File: config.mk
export PLATFORM = sky130hd
export DESIGN_NAME = group_run_stop_coordinator
export DESIGN_NICKNAME = d
export VERILOG_FILES = /design/src/grp_pkg.sv /design/src/contact_edge.sv /design/src/group_run_stop_coordinator.sv /design/src/setting_editor.sv
export SDC_FILE = /design/constraint.sdc
export NUM_CORES = 1
export LEC_CHECK = 0
export ABC_AREA = 1
export BUFFER_PORTS_ARGS = -buffer_cell sky130_fd_sc_hd__clkbuf_2
export CORE_UTILIZATION = 55
export CTS_CLUSTER_SIZE = 24
export DETAILED_ROUTE_END_ITERATION = 10
export PLACE_DENSITY = 0.77
export SLEW_MARGIN = 20
export SYNTH_ARGS = -nofsm -noshare
export SYNTH_HDL_FRONTEND = slang
export SYNTH_SLANG_ARGS = --single-unit
export TNS_END_PERCENT = 5
File: constraint.sdc
create_clock -name clock -period 8.7 [get_ports clock]
set_input_delay 0.87 -clock clock [delete_from_list [all_inputs] [get_ports clock]]
set_output_delay 0.87 -clock clock [all_outputs]
set_load 0.02 [all_outputs]
File: src/grp_pkg.sv
// shared constants for the group run/stop coordinator
// assumes a 10 MHz system clock and a synchronous link message port
package grp_pkg;
  localparam int unsigned CLK_HZ          = 10_000_000;
  localparam int unsigned EDIT_TIMEOUT_S  = 60;
  localparam int unsigned EDIT_TIMEOUT_CY = EDIT_TIMEOUT_S * CLK_HZ;
  localparam logic [4:0] ASSIGN_MIN       = 5'h01;
  localparam logic [4:0] ASSIGN_MAX       = 5'h19;
  localparam logic [4:0] ASSIGN_MIN_COMM  = 5'h0b;
  localparam logic [4:0] ASSIGN_DEFAULT   = 5'h01;
  localparam logic [4:0] GROUP_MAX        = 5'h10;
  localparam logic [4:0] GROUP_DEFAULT    = 5'h00;
  localparam logic [4:0] ADDR_MAX         = 5'h1f;
  localparam logic [4:0] ADDR_DEFAULT     = 5'h00;
  localparam int unsigned MAX_PEERS       = 32;
  // register map, word index in low address bits
  localparam logic [3:0] REG_ASSIGN = 4'h0;
  localparam logic [3:0] REG_GROUP  = 4'h1;
  localparam logic [3:0] REG_ADDR   = 4'h2;
  localparam logic [3:0] REG_STATUS = 4'h3;
  localparam logic [3:0] REG_KEYS   = 4'h4;
  // key command word bits
  localparam int KEY_UP      = 0;
  localparam int KEY_DOWN    = 1;
  localparam int KEY_SET     = 2;
  localparam int KEY_RUN     = 3;
  localparam int KEY_STOP    = 4;
  localparam int KEY_SEL_GRP = 5;
  typedef enum logic [1:0] {IND_NONE, IND_KEY, IND_CONTACT, IND_GROUP}
    stop_ind_e;
endpackage : grp_pkg

File: src/contact_edge.sv
// edge detector for the run/stop contact (1 = closed = run)
// assumes the contact is already synchronous and debounced
module contact_edge (
  // clock and reset
  input  wire logic clock,
  input  wire logic rst,
  // contact
  input  wire logic level,
  input  wire logic enable,
  output logic      opened,
  output logic      closed
);
  logic prev_r;
  always_ff @(posedge clock or posedge rst) begin
    if (rst) prev_r <= 1'b1;
    else     prev_r <= enable ? level : 1'b1;
  end
  assign opened = enable & prev_r & ~level;
  assign closed = enable & ~prev_r & level;
endmodule : contact_edge

File: src/group_run_stop_coordinator.sv
// group run/stop coordinator for peer controllers on a shared link
// assumes link messages arrive as one-cycle strobes, synchronous to clock
// What this block does
// - contact assignment setting ranges 1..25, default 1
// - with link and contacts present, assignment limited to 11..25, default 11
// - first contact is run/stop only for 12,13,14,16,17,18,22
// - contact-driven group run/stop only on link-plus-contact variants
// - group number ranges 0..16, default 0
// - group 0 neither sends nor follows group run/stop
// - one minute without keys while editing discards the edit
// - edited value stored only on confirm key
// - key stop on any member stops the whole group unless key run is set in the same write or that member's contact closes in the same cycle
// - key run on any member runs group unless contact stop holds or that member's contact closes in the same cycle
// - contact closed to open stops the whole group
// - contact open to closed runs the whole group unless a key stop or another contact stop holds
// - group stays stopped while causing contact still says stop
// - contact stop shows a distinct indication naming its source
// - key propagation identical with or without contacts except in a contact edge cycle, where only the contact message is sent
// - contact stop on key-stopped group only changes indication
// - leaving combined stop needs contact run and key run
// - contact and key requests disagreeing gives stop
// - link serves at most 32 controllers
// - device address 0..31, default 0
module group_run_stop_coordinator
  import grp_pkg::*;
#(
  parameter bit          HAS_LINK    = 1'b1,
  parameter bit          HAS_CONTACT = 1'b1,
  parameter int unsigned TIMEOUT     = EDIT_TIMEOUT_CY
) (
  // clock and reset
  input  wire logic       clock,
  input  wire logic       rst,
  // register port
  input  wire logic [3:0] addr,
  input  wire logic [7:0] wdata,
  input  wire logic       wr,
  input  wire logic       rd,
  output logic [7:0]      rdata,
  // contact input, 1 = closed = run
  input  wire logic       first_contact_input,
  // link receive
  input  wire logic       rx_valid,
  input  wire logic [4:0] rx_group,
  input  wire logic [4:0] rx_src,
  input  wire logic       rx_run,
  input  wire logic       rx_contact,
  // link transmit
  output logic            tx_valid,
  output logic [4:0]      tx_group,
  output logic [4:0]      tx_src,
  output logic            tx_run,
  output logic            tx_contact,
  // state
  output logic            running,
  output logic            contact_stop_indication,
  output logic [1:0]      stop_indication,
  output logic            monitor_return
);
  initial begin
    if (MAX_PEERS > 32 || TIMEOUT < 1)
      $error("group_run_stop_coordinator: bad parameters");
  end

  // assignment floor depends on variant
  localparam logic [4:0] A_MIN =
    (HAS_LINK && HAS_CONTACT) ? ASSIGN_MIN_COMM : ASSIGN_MIN;

  function automatic logic is_runstop(input logic [4:0] a);
    case (a)
      5'h0c, 5'h0d, 5'h0e, 5'h10, 5'h11, 5'h12, 5'h16: is_runstop = 1'b1;
      default: is_runstop = 1'b0;
    endcase
  endfunction : is_runstop

  logic [4:0] assign_v;
  logic [4:0] group_v;
  logic [4:0] addr_r;
  logic       ed_on_a;
  logic       ed_on_g;
  logic       to_a;
  logic       to_g;
  logic       k_up;
  logic       k_dn;
  logic       k_set;
  logic       k_sel;
  logic       key_wr;

  assign key_wr = wr && addr == REG_KEYS;
  assign k_up   = key_wr & wdata[KEY_UP];
  assign k_dn   = key_wr & wdata[KEY_DOWN];
  assign k_set  = key_wr & wdata[KEY_SET];
  assign k_sel  = wdata[KEY_SEL_GRP];

  setting_editor #(
    .MIN_V   (A_MIN),
    .MAX_V   (ASSIGN_MAX),
    .DEF_V   ((HAS_LINK && HAS_CONTACT) ? ASSIGN_MIN_COMM : ASSIGN_DEFAULT),
    .TIMEOUT (TIMEOUT)
  ) u_assign_ed (
    .clock     (clock),
    .rst       (rst),
    .sel       (~k_sel),
    .up        (k_up),
    .down      (k_dn),
    .confirm   (k_set),
    .value     (assign_v),
    .editing   (ed_on_a),
    .timed_out (to_a)
  );

  setting_editor #(
    .MIN_V   (GROUP_DEFAULT),
    .MAX_V   (GROUP_MAX),
    .DEF_V   (GROUP_DEFAULT),
    .TIMEOUT (TIMEOUT)
  ) u_group_ed (
    .clock     (clock),
    .rst       (rst),
    .sel       (k_sel),
    .up        (k_up),
    .down      (k_dn),
    .confirm   (k_set),
    .value     (group_v),
    .editing   (ed_on_g),
    .timed_out (to_g)
  );

  assign monitor_return = to_a | to_g;

  // device address register
  always_ff @(posedge clock or posedge rst) begin
    if (rst) addr_r <= ADDR_DEFAULT;
    // compare the whole byte so that 32 and above are refused, not wrapped
    else if (wr && addr == REG_ADDR && wdata <= {3'h0, ADDR_MAX})
      addr_r <= wdata[4:0];
  end

  // derived enables
  logic in_group;
  logic di_on;
  logic member;
  assign in_group = group_v != GROUP_DEFAULT;
  assign di_on = HAS_LINK && HAS_CONTACT && is_runstop(assign_v);
  assign member = rx_valid && in_group && rx_group == group_v;

  logic c_open;
  logic c_close;
  contact_edge u_edge (
    .clock  (clock),
    .rst    (rst),
    .level  (first_contact_input),
    .enable (di_on),
    .opened (c_open),
    .closed (c_close)
  );

  // local key commands
  logic key_run;
  logic key_stop;
  assign key_run  = wr && addr == REG_KEYS && wdata[KEY_RUN];
  assign key_stop = wr && addr == REG_KEYS && wdata[KEY_STOP] && !key_run;

  // key request is shared by the group; contact holds tracked per source
  logic        key_req_r;
  logic [31:0] hold_r;
  logic        local_hold;
  logic        remote_hold;
  assign local_hold = di_on && !first_contact_input;

  always_ff @(posedge clock or posedge rst) begin
    if (rst) key_req_r <= 1'b1;
    else if (key_stop) key_req_r <= 1'b0;
    else if (key_run) key_req_r <= 1'b1;
    else if (member && !rx_contact) key_req_r <= rx_run;
  end

  // remote contact holds; a source that reopens is cleared by its close
  always_ff @(posedge clock or posedge rst) begin
    if (rst) hold_r <= '0;
    else if (!in_group) hold_r <= '0;
    else if (member && rx_contact)
      hold_r[rx_src] <= !rx_run;
  end
  assign remote_hold = |hold_r;

  // contact close releases only the contact; key request untouched
  // even when the close is the only stop cause, which lets the group run
  logic run_nxt;
  always_comb begin
    run_nxt = key_req_r && !local_hold && !remote_hold;
  end

  logic running_r;
  always_ff @(posedge clock or posedge rst) begin
    if (rst) running_r <= 1'b0;
    else running_r <= run_nxt;
  end
  assign running = running_r;

  // stop indication: key, own contact, or another member's contact
  stop_ind_e ind_r;
  always_ff @(posedge clock or posedge rst) begin
    if (rst) ind_r <= IND_KEY;
    else if (run_nxt) ind_r <= IND_NONE;
    else if (local_hold) ind_r <= IND_CONTACT;
    else if (remote_hold) ind_r <= IND_GROUP;
    else ind_r <= IND_KEY;
  end
  assign stop_indication = ind_r;
  assign contact_stop_indication = ind_r == IND_CONTACT;

  // outbound messages, suppressed for group 0
  always_ff @(posedge clock or posedge rst) begin
    if (rst) begin
      tx_valid   <= 1'b0;
      tx_group   <= '0;
      tx_src     <= '0;
      tx_run     <= 1'b0;
      tx_contact <= 1'b0;
    end else begin
      tx_valid   <= in_group && (key_run || key_stop || c_open || c_close);
      tx_group   <= group_v;
      tx_src     <= addr_r;
      tx_contact <= c_open || c_close;
      tx_run     <= (c_open || c_close) ? c_close : key_run;
    end
  end

  // register read port
  always_ff @(posedge clock or posedge rst) begin
    if (rst) rdata <= '0;
    else if (rd) begin
      case (addr)
        REG_ASSIGN: rdata <= {3'h0, assign_v};
        REG_GROUP:  rdata <= {3'h0, group_v};
        REG_ADDR:   rdata <= {3'h0, addr_r};
        REG_STATUS: rdata <= {ed_on_g, ed_on_a, di_on, key_req_r,
                              remote_hold, ind_r, running_r};
        default:    rdata <= '0;
      endcase
    end else rdata <= '0;
  end
endmodule : group_run_stop_coordinator

File: src/setting_editor.sv
// edits one numeric setting with up/down/confirm and a 1 minute timeout
// assumes key pulses are one cycle wide and synchronous
module setting_editor
  import grp_pkg::*;
#(
  parameter logic [4:0] MIN_V   = 5'h00,
  parameter logic [4:0] MAX_V   = 5'h10,
  parameter logic [4:0] DEF_V   = 5'h00,
  parameter int unsigned TIMEOUT = EDIT_TIMEOUT_CY
) (
  // clock and reset
  input  wire logic       clock,
  input  wire logic       rst,
  // keys
  input  wire logic       sel,
  input  wire logic       up,
  input  wire logic       down,
  input  wire logic       confirm,
  // result
  output logic [4:0]      value,
  output logic            editing,
  output logic            timed_out
);
  initial begin
    if (MIN_V > MAX_V || DEF_V < MIN_V || DEF_V > MAX_V || TIMEOUT < 1)
      $error("setting_editor: bad parameters");
  end

  logic [4:0]  stored_r;
  logic [4:0]  pend_r;
  logic        edit_r;
  logic [31:0] idle_r;
  logic        to_r;
  logic        act;

  assign act = sel & (up | down | confirm);
  assign value = stored_r;
  assign editing = edit_r;
  assign timed_out = to_r;

  always_ff @(posedge clock or posedge rst) begin
    if (rst) begin
      stored_r <= DEF_V;
      pend_r   <= DEF_V;
      edit_r   <= 1'b0;
      idle_r   <= '0;
      to_r     <= 1'b0;
    end else begin
      to_r <= 1'b0;
      if (act) idle_r <= '0;
      if (sel && confirm) begin
        if (edit_r) stored_r <= pend_r;
        edit_r <= 1'b0;
      end else if (sel && up) begin
        pend_r <= (edit_r ? pend_r : stored_r) == MAX_V ? MAX_V :
                  (edit_r ? pend_r : stored_r) + 5'h01;
        edit_r <= 1'b1;
      end else if (sel && down) begin
        pend_r <= (edit_r ? pend_r : stored_r) == MIN_V ? MIN_V :
                  (edit_r ? pend_r : stored_r) - 5'h01;
        edit_r <= 1'b1;
      end else if (edit_r) begin
        // old value kept; edit abandoned
        if (idle_r >= TIMEOUT - 1) begin
          edit_r <= 1'b0;
          to_r   <= 1'b1;
          idle_r <= '0;
        end else begin
          idle_r <= idle_r + 32'h0000_0001;
        end
      end
    end
  end
endmodule : setting_editor

### Word-level counts from Yosys, hierarchy flattened

Cells that the tools add are included.

* flip-flop bits (word level): 151
* output and inout bits: 26

* add/subtract/negate cells: 6
* magnitude comparators: 5
* equal/unequal tests: 17
* multiplexer cells: 58
* bitwise logic cells: 17
* reductions and logical operators: 41

Operators with widths (number)
* $mux 32: 14
* $add 32x1->32 const B: 2
* $ge 32x30->1 const B: 2
* $mux 5: 10
* $bwmux 32: 1
* $pmux 8 s4: 1
* $reduce_or 32->1: 1
* $eq 5x5->1 const B: 6
* $mux 1: 27
* $logic_and 1x1->1: 21
* $eq 5x4->1 const B: 4
* $add 5x1->5 const B: 2
* $sub 5x1->5 const B: 2
* $and 1x1->1: 9
* $eq 4x2->1 const B: 2
* $le 8x5->1 const B: 1
* $mux 8: 1
* $reduce_or 7->1: 1
* $logic_not 1->1: 6
* $lt 5x6->1 const B: 1
* $mux 2: 3
* $demux 1 s5: 1
* $eq 5x5->1: 1
* $ge 5x1->1 const B: 1
* 13 further kinds: 24

### Logic depth before layout (Yosys ltp)

* depth after elaboration: 11
* depth in mapped cells: 13
* gate-level depth less buffers: 12

### Cells and area by module

Synthesis repeated with hierarchy kept, for this count alone.

* cell total of the unflattened synthesis: 1406
* area total of the unflattened synthesis: 9580.4 um^2

Modules (own cells, without submodules)
* group_run_stop_coordinator: times used 1, cells an instance 508, area each 3549.7 um^2, sequential area each 1554.0 um^2
* setting_editor (u_group_ed): times used 1, cells an instance 453, area each 3012.9 um^2, sequential area each 1101.1 um^2
* setting_editor (u_assign_ed): times used 1, cells an instance 437, area each 2962.8 um^2, sequential area each 1108.6 um^2
* contact_edge: times used 1, cells an instance 8, area each 55.1 um^2, sequential area each 26.3 um^2

### Least setup slack after synthesis

Ideal clock, no wire load.

* kind: input to register
* start point: input addr[1]
* end point: register u_assign_ed.idle_r[3]
* setup time: 0.136 ns
* arrival: 2.048 ns
* required time: 8.564 ns
* slack: 6.516 ns
* stages on the path: 10
* buffers on the path: 2
* cell sequence: nor2_2 > nand2_1 > nor2_4 > nand2_1 > nor2_2 > nor2_1 > buf_2 > buf_2 > nand3_1 > a21oi_1

* cells in the longest elaborated chain, start to end: 11
* elaborated cells on any way between the ends: 16

RTL lines
* start, declared: line group_run_stop_coordinator.sv:35 `input wire logic [3:0] addr,`
* $eq 4x3->1 (*): line group_run_stop_coordinator.sv:89 `assign key_wr = wr && addr == REG_KEYS;`
* $logic_and 1x1->1 (*): line group_run_stop_coordinator.sv:89
* $and 1x1->1, on equally long branches: line group_run_stop_coordinator.sv:90, group_run_stop_coordinator.sv:91
* $or 1x1->1 (2 in a row): line setting_editor.sv:36 `assign act = sel & (up | down | confirm);`
* $and 1x1->1: line setting_editor.sv:36
* $mux 32: line setting_editor.sv:50 `if (act) idle_r <= '0;`
* $mux 32: line setting_editor.sv:62 `end else if (edit_r) begin`
* $mux 32: line setting_editor.sv:58 `end else if (sel && down) begin`
* $mux 32: line setting_editor.sv:54 `end else if (sel && up) begin`
* $mux 32 (*): line setting_editor.sv:51 `if (sel && confirm) begin`
* end signal, assigned: line setting_editor.sv:69 `idle_r <= idle_r + 32'h0000_0001;`
* end, declared: line setting_editor.sv:32 `logic [31:0] idle_r;`

Mark *: on every way between the ends. The rest lies on a longest branch, timed or not.
A chain may end at the register's enable or synchronous reset.

### Final worst setup path

* start point: input addr[0]
* end point: register u_group_ed.idle_r[0]

* cells in the longest elaborated chain, start to end: 11
* elaborated cells on any way between the ends: 16

RTL lines (line)
* $eq 4x3->1 (*): group_run_stop_coordinator.sv:89
* $logic_and 1x1->1 (*): group_run_stop_coordinator.sv:89
* $and 1x1->1, on equally long branches: group_run_stop_coordinator.sv:90, group_run_stop_coordinator.sv:91
* $or 1x1->1 (2 in a row): setting_editor.sv:36
* $and 1x1->1: setting_editor.sv:36
* $mux 32: setting_editor.sv:50
* $mux 32: setting_editor.sv:62
* $mux 32: setting_editor.sv:58
* $mux 32: setting_editor.sv:54
* $mux 32 (*): setting_editor.sv:51
* end signal, assigned: setting_editor.sv:69
* end, declared: setting_editor.sv:32

Marked as above.

==> results.yml <==
route:
  dr.pass1.iters: 7
  num_vias: 8531
  wl_met2_microns: 10100
  wl_met1_microns: 10100
  routedWlPerCell_microns: 13.7
  drtIter0Drc: 817
  routed.top_layer: "met4"
  drcViolationCount: 0
  via_per_inst: 5.40
  postRouteAntennaNets: 0
  wl_met3_microns: 1170
  wirelength_microns: 21600
timing:
  rsz0062_at_grt: "false"
  fmax_mhz: 385
  hold_violations: 0
  setup_violations: 0
  drv_slew: 0
  final.min_clock_period_ns: 2.60
  fin_setup_tns_ns: 0
  relSlewSlack: 0.273
  fin_crit_sh: 0.298
  finClkSkew_ns: 0.0122
  tightest_slew_ns: 1.09
clock_tree:
  htreeDepth: 4
  clk_latency_ns: 0.42
  cts_tree: "built"
  clk_path_buf_depth: 2
  cts_resized: 0
  cts_setup_buffers: 0
  root_buffer: "clkbuf_16"
  ctsHoldBuffers: 0
  clk_pin_slew_ns: 0.06
  cts.sinks: 151
  cts_buffers: 17
finish:
  drive_gt1_frac: 0.0932
  seq_area_sq_um: 3790
  final_cell_mix: "nand2_1, nor2_1, dfrtp_1, inv_1, nand3_1"
  n_fill_cell: 1421
  area_delta_synth_final_pct: 11.2
  layout_commonest_cell: "nand2_1"
  fin_nets: 1387
  n_antenna_cell: 0
  multi_input_area_sq_um: 4670
grt:
  grt_pass1_wl_microns: 36700
  grt_max_degree: 100
  grt_pass1_vias: 7605
  grt.overflow.total: 0
  grt_usage: 0.271
  antenna_found_initial: 0
outcome:
  status: "complete, no violations"
job:
  maxCapViolCount: 0
worst_hold_path:
  hold_depth: 0
  hold_class: "flip-flop to flip-flop"
synthesis:
  yosys_register_bits: 151
  synth_top_flop_cell: "dfrtp_1"
  async_flop_share: 1.00
  ys_warn_count: 0
  syn-mean-instance-area_sq_um: 6.98
  ys_seq_area_frac: 0.414
  ys_types: 43
  synth_area_sq_um: 9160
  yosysTopAreaCell: "dfrtp_1"
  synth_top_area_frac: 0.388
  synth_edf_count: 0
  yosys-top-cells-area: "dfrtp_1, nand2_1, nor2_1"
  netlist_instances: 1313
  synth_nets: 1350
worst_setup_path:
  crit_fanout: 25
  required_ns: 9.00
  end_kind: "flip-flop"
  cp-start-kind: "input pin"
  crit_arrival_ns: 2.90
  critPathKind: "input pin to flip-flop"
  r2r_cells: 5
  r2r_slack_ns: 6.21
placement:
  dpl.hpwl_microns: 14700
  portBuffers: 55
  gp_congestion: 0.929
die:
  fp.dieH_microns: 131
  fp-row-count: 46
  die_area_sq_um: 17200
  ios: 56
  die_w_microns: 131
  core_area_sq_um: 16100
  initial_core_util: 0.570
power:
  irDropWorstVdd_uv: 173
  leakagePower_uw: 0.00464
  finalPower_uw: 2080
  power.density_nw_per_um2: 204
synthesized netlist by cell type, types with 2 or more instances:
master / count
dfstp_2: 9
nor3_1: 16
a221oi_1: 4
nand4_1: 50
o31ai_1: 2
o21a_1: 6
buf_4: 3
a21oi_1: 62
nor3b_1: 2
or2_2: 3
nand2_1: 389
o21ai_2: 2
buf_2: 15
nand3b_1: 4
ha_1: 7
nor2_2: 4
o21ai_0: 44
nor2_4: 3
xnor2_1: 19
inv_2: 2
nor2_1: 183
nor4_1: 5
o22ai_1: 5
dfrtp_1: 142
buf_1: 6
and2_1: 2
nand3_1: 125
o21ai_1: 5
mux2_2: 4
o21bai_1: 3
xor2_1: 25
clkbuf_1: 19
inv_1: 133
through the flow:
| stage | std cells | hold slack (ns) | utilization | worst slack, ns | cell area (sq um) |
|---|---|---|---|---|---|
| final | 1579 | 0.376 | 0.634 | 6.10 | 10200 |
| after global routing | 1579 | 0.390 | 0.634 | 5.91 | 10200 |
| after CTS | 1579 | 0.376 | 0.634 | 6.14 | 10200 |
| after detailed placement | 1547 | 0.362 | 0.596 | 5.71 | 9570 |
| after global placement | 1547 | 0.366 | 0.596 | 5.77 | 9570 |
| after floorplan | 1313 | 0.354 | - | 3.78 | 9160 |
sequential cells by signal, summed over array words and instances, names as in the netlist, 2 cells and up:
name / cells
u_assign_ed.idle_r: 32
tx_src: 5
hold_r: 32
u_assign_ed.pend_r: 5
tx_group: 5
u_group_ed.idle_r: 32
u_assign_ed.value: 5
u_group_ed.pend_r: 5
stop_indication: 2
addr_r: 5
u_group_ed.value: 5
rdata: 8
cells by family after synthesis:
family,count (synthesis),synth area share
and+or+nand+nor,790,0.367
xor gates and xnor gates,44,0.0421
buffers and inverters,179,0.0775
adders and majority gates,7,0.00956
AOI/OAI and AO/OA,138,0.0850
muxes,4,0.00492
DFF,151,0.414
path summary, 6_finish.rpt:
path	from	to
setup / recovery	addr[0]	u_group_ed.idle_r[0]
hold / removal	u_group_ed.value[3]	tx_group[3]
setup reg to reg	u_group_ed.editing	u_group_ed.idle_r[0]
hold reg to reg	u_group_ed.value[3]	tx_group[3]
max in group asynchronous	rst	u_assign_ed.idle_r[29]
min in group asynchronous	rst	u_group_ed.idle_r[28]
layer usage:
metal	track usage	vias up
met5	0	-
met4	0.0595	0
met3	0.0501	24
met2	0.432	260
met1	0.385	3926
li1	-	4321
final cells by class:
type,count,share of cell area
multi-input cells,983,0.459
clock inverters,12,0.0162
clock buffers,20,0.0438
repair buffers,62,0.0324
well taps,216,0.0265
flip-flops and latches,151,0.372
inverters,135,0.0502
report_power, final:
part,total (uW),switching (uW),internal (uW),leakage (uW)
combinational,446,304,142,0.00252
sequential,865,67.9,797,0.00182
clock,769,304,465,0.000294
total,2080,676,1400,0.00464
critical path, stage by stage:
cell and delay (ns):
clkbuf_2 0.13, nor2_2 0.05, nand2_1 0.11, nor2_4 0.08, nand2_2 0.10, o21ai_4 0.10
nor2_2 0.87, nor2_4 0.28, o21ai_0 0.25, nor2_1 0.06
Note: power is estimated with default switching activity, not from simulation.
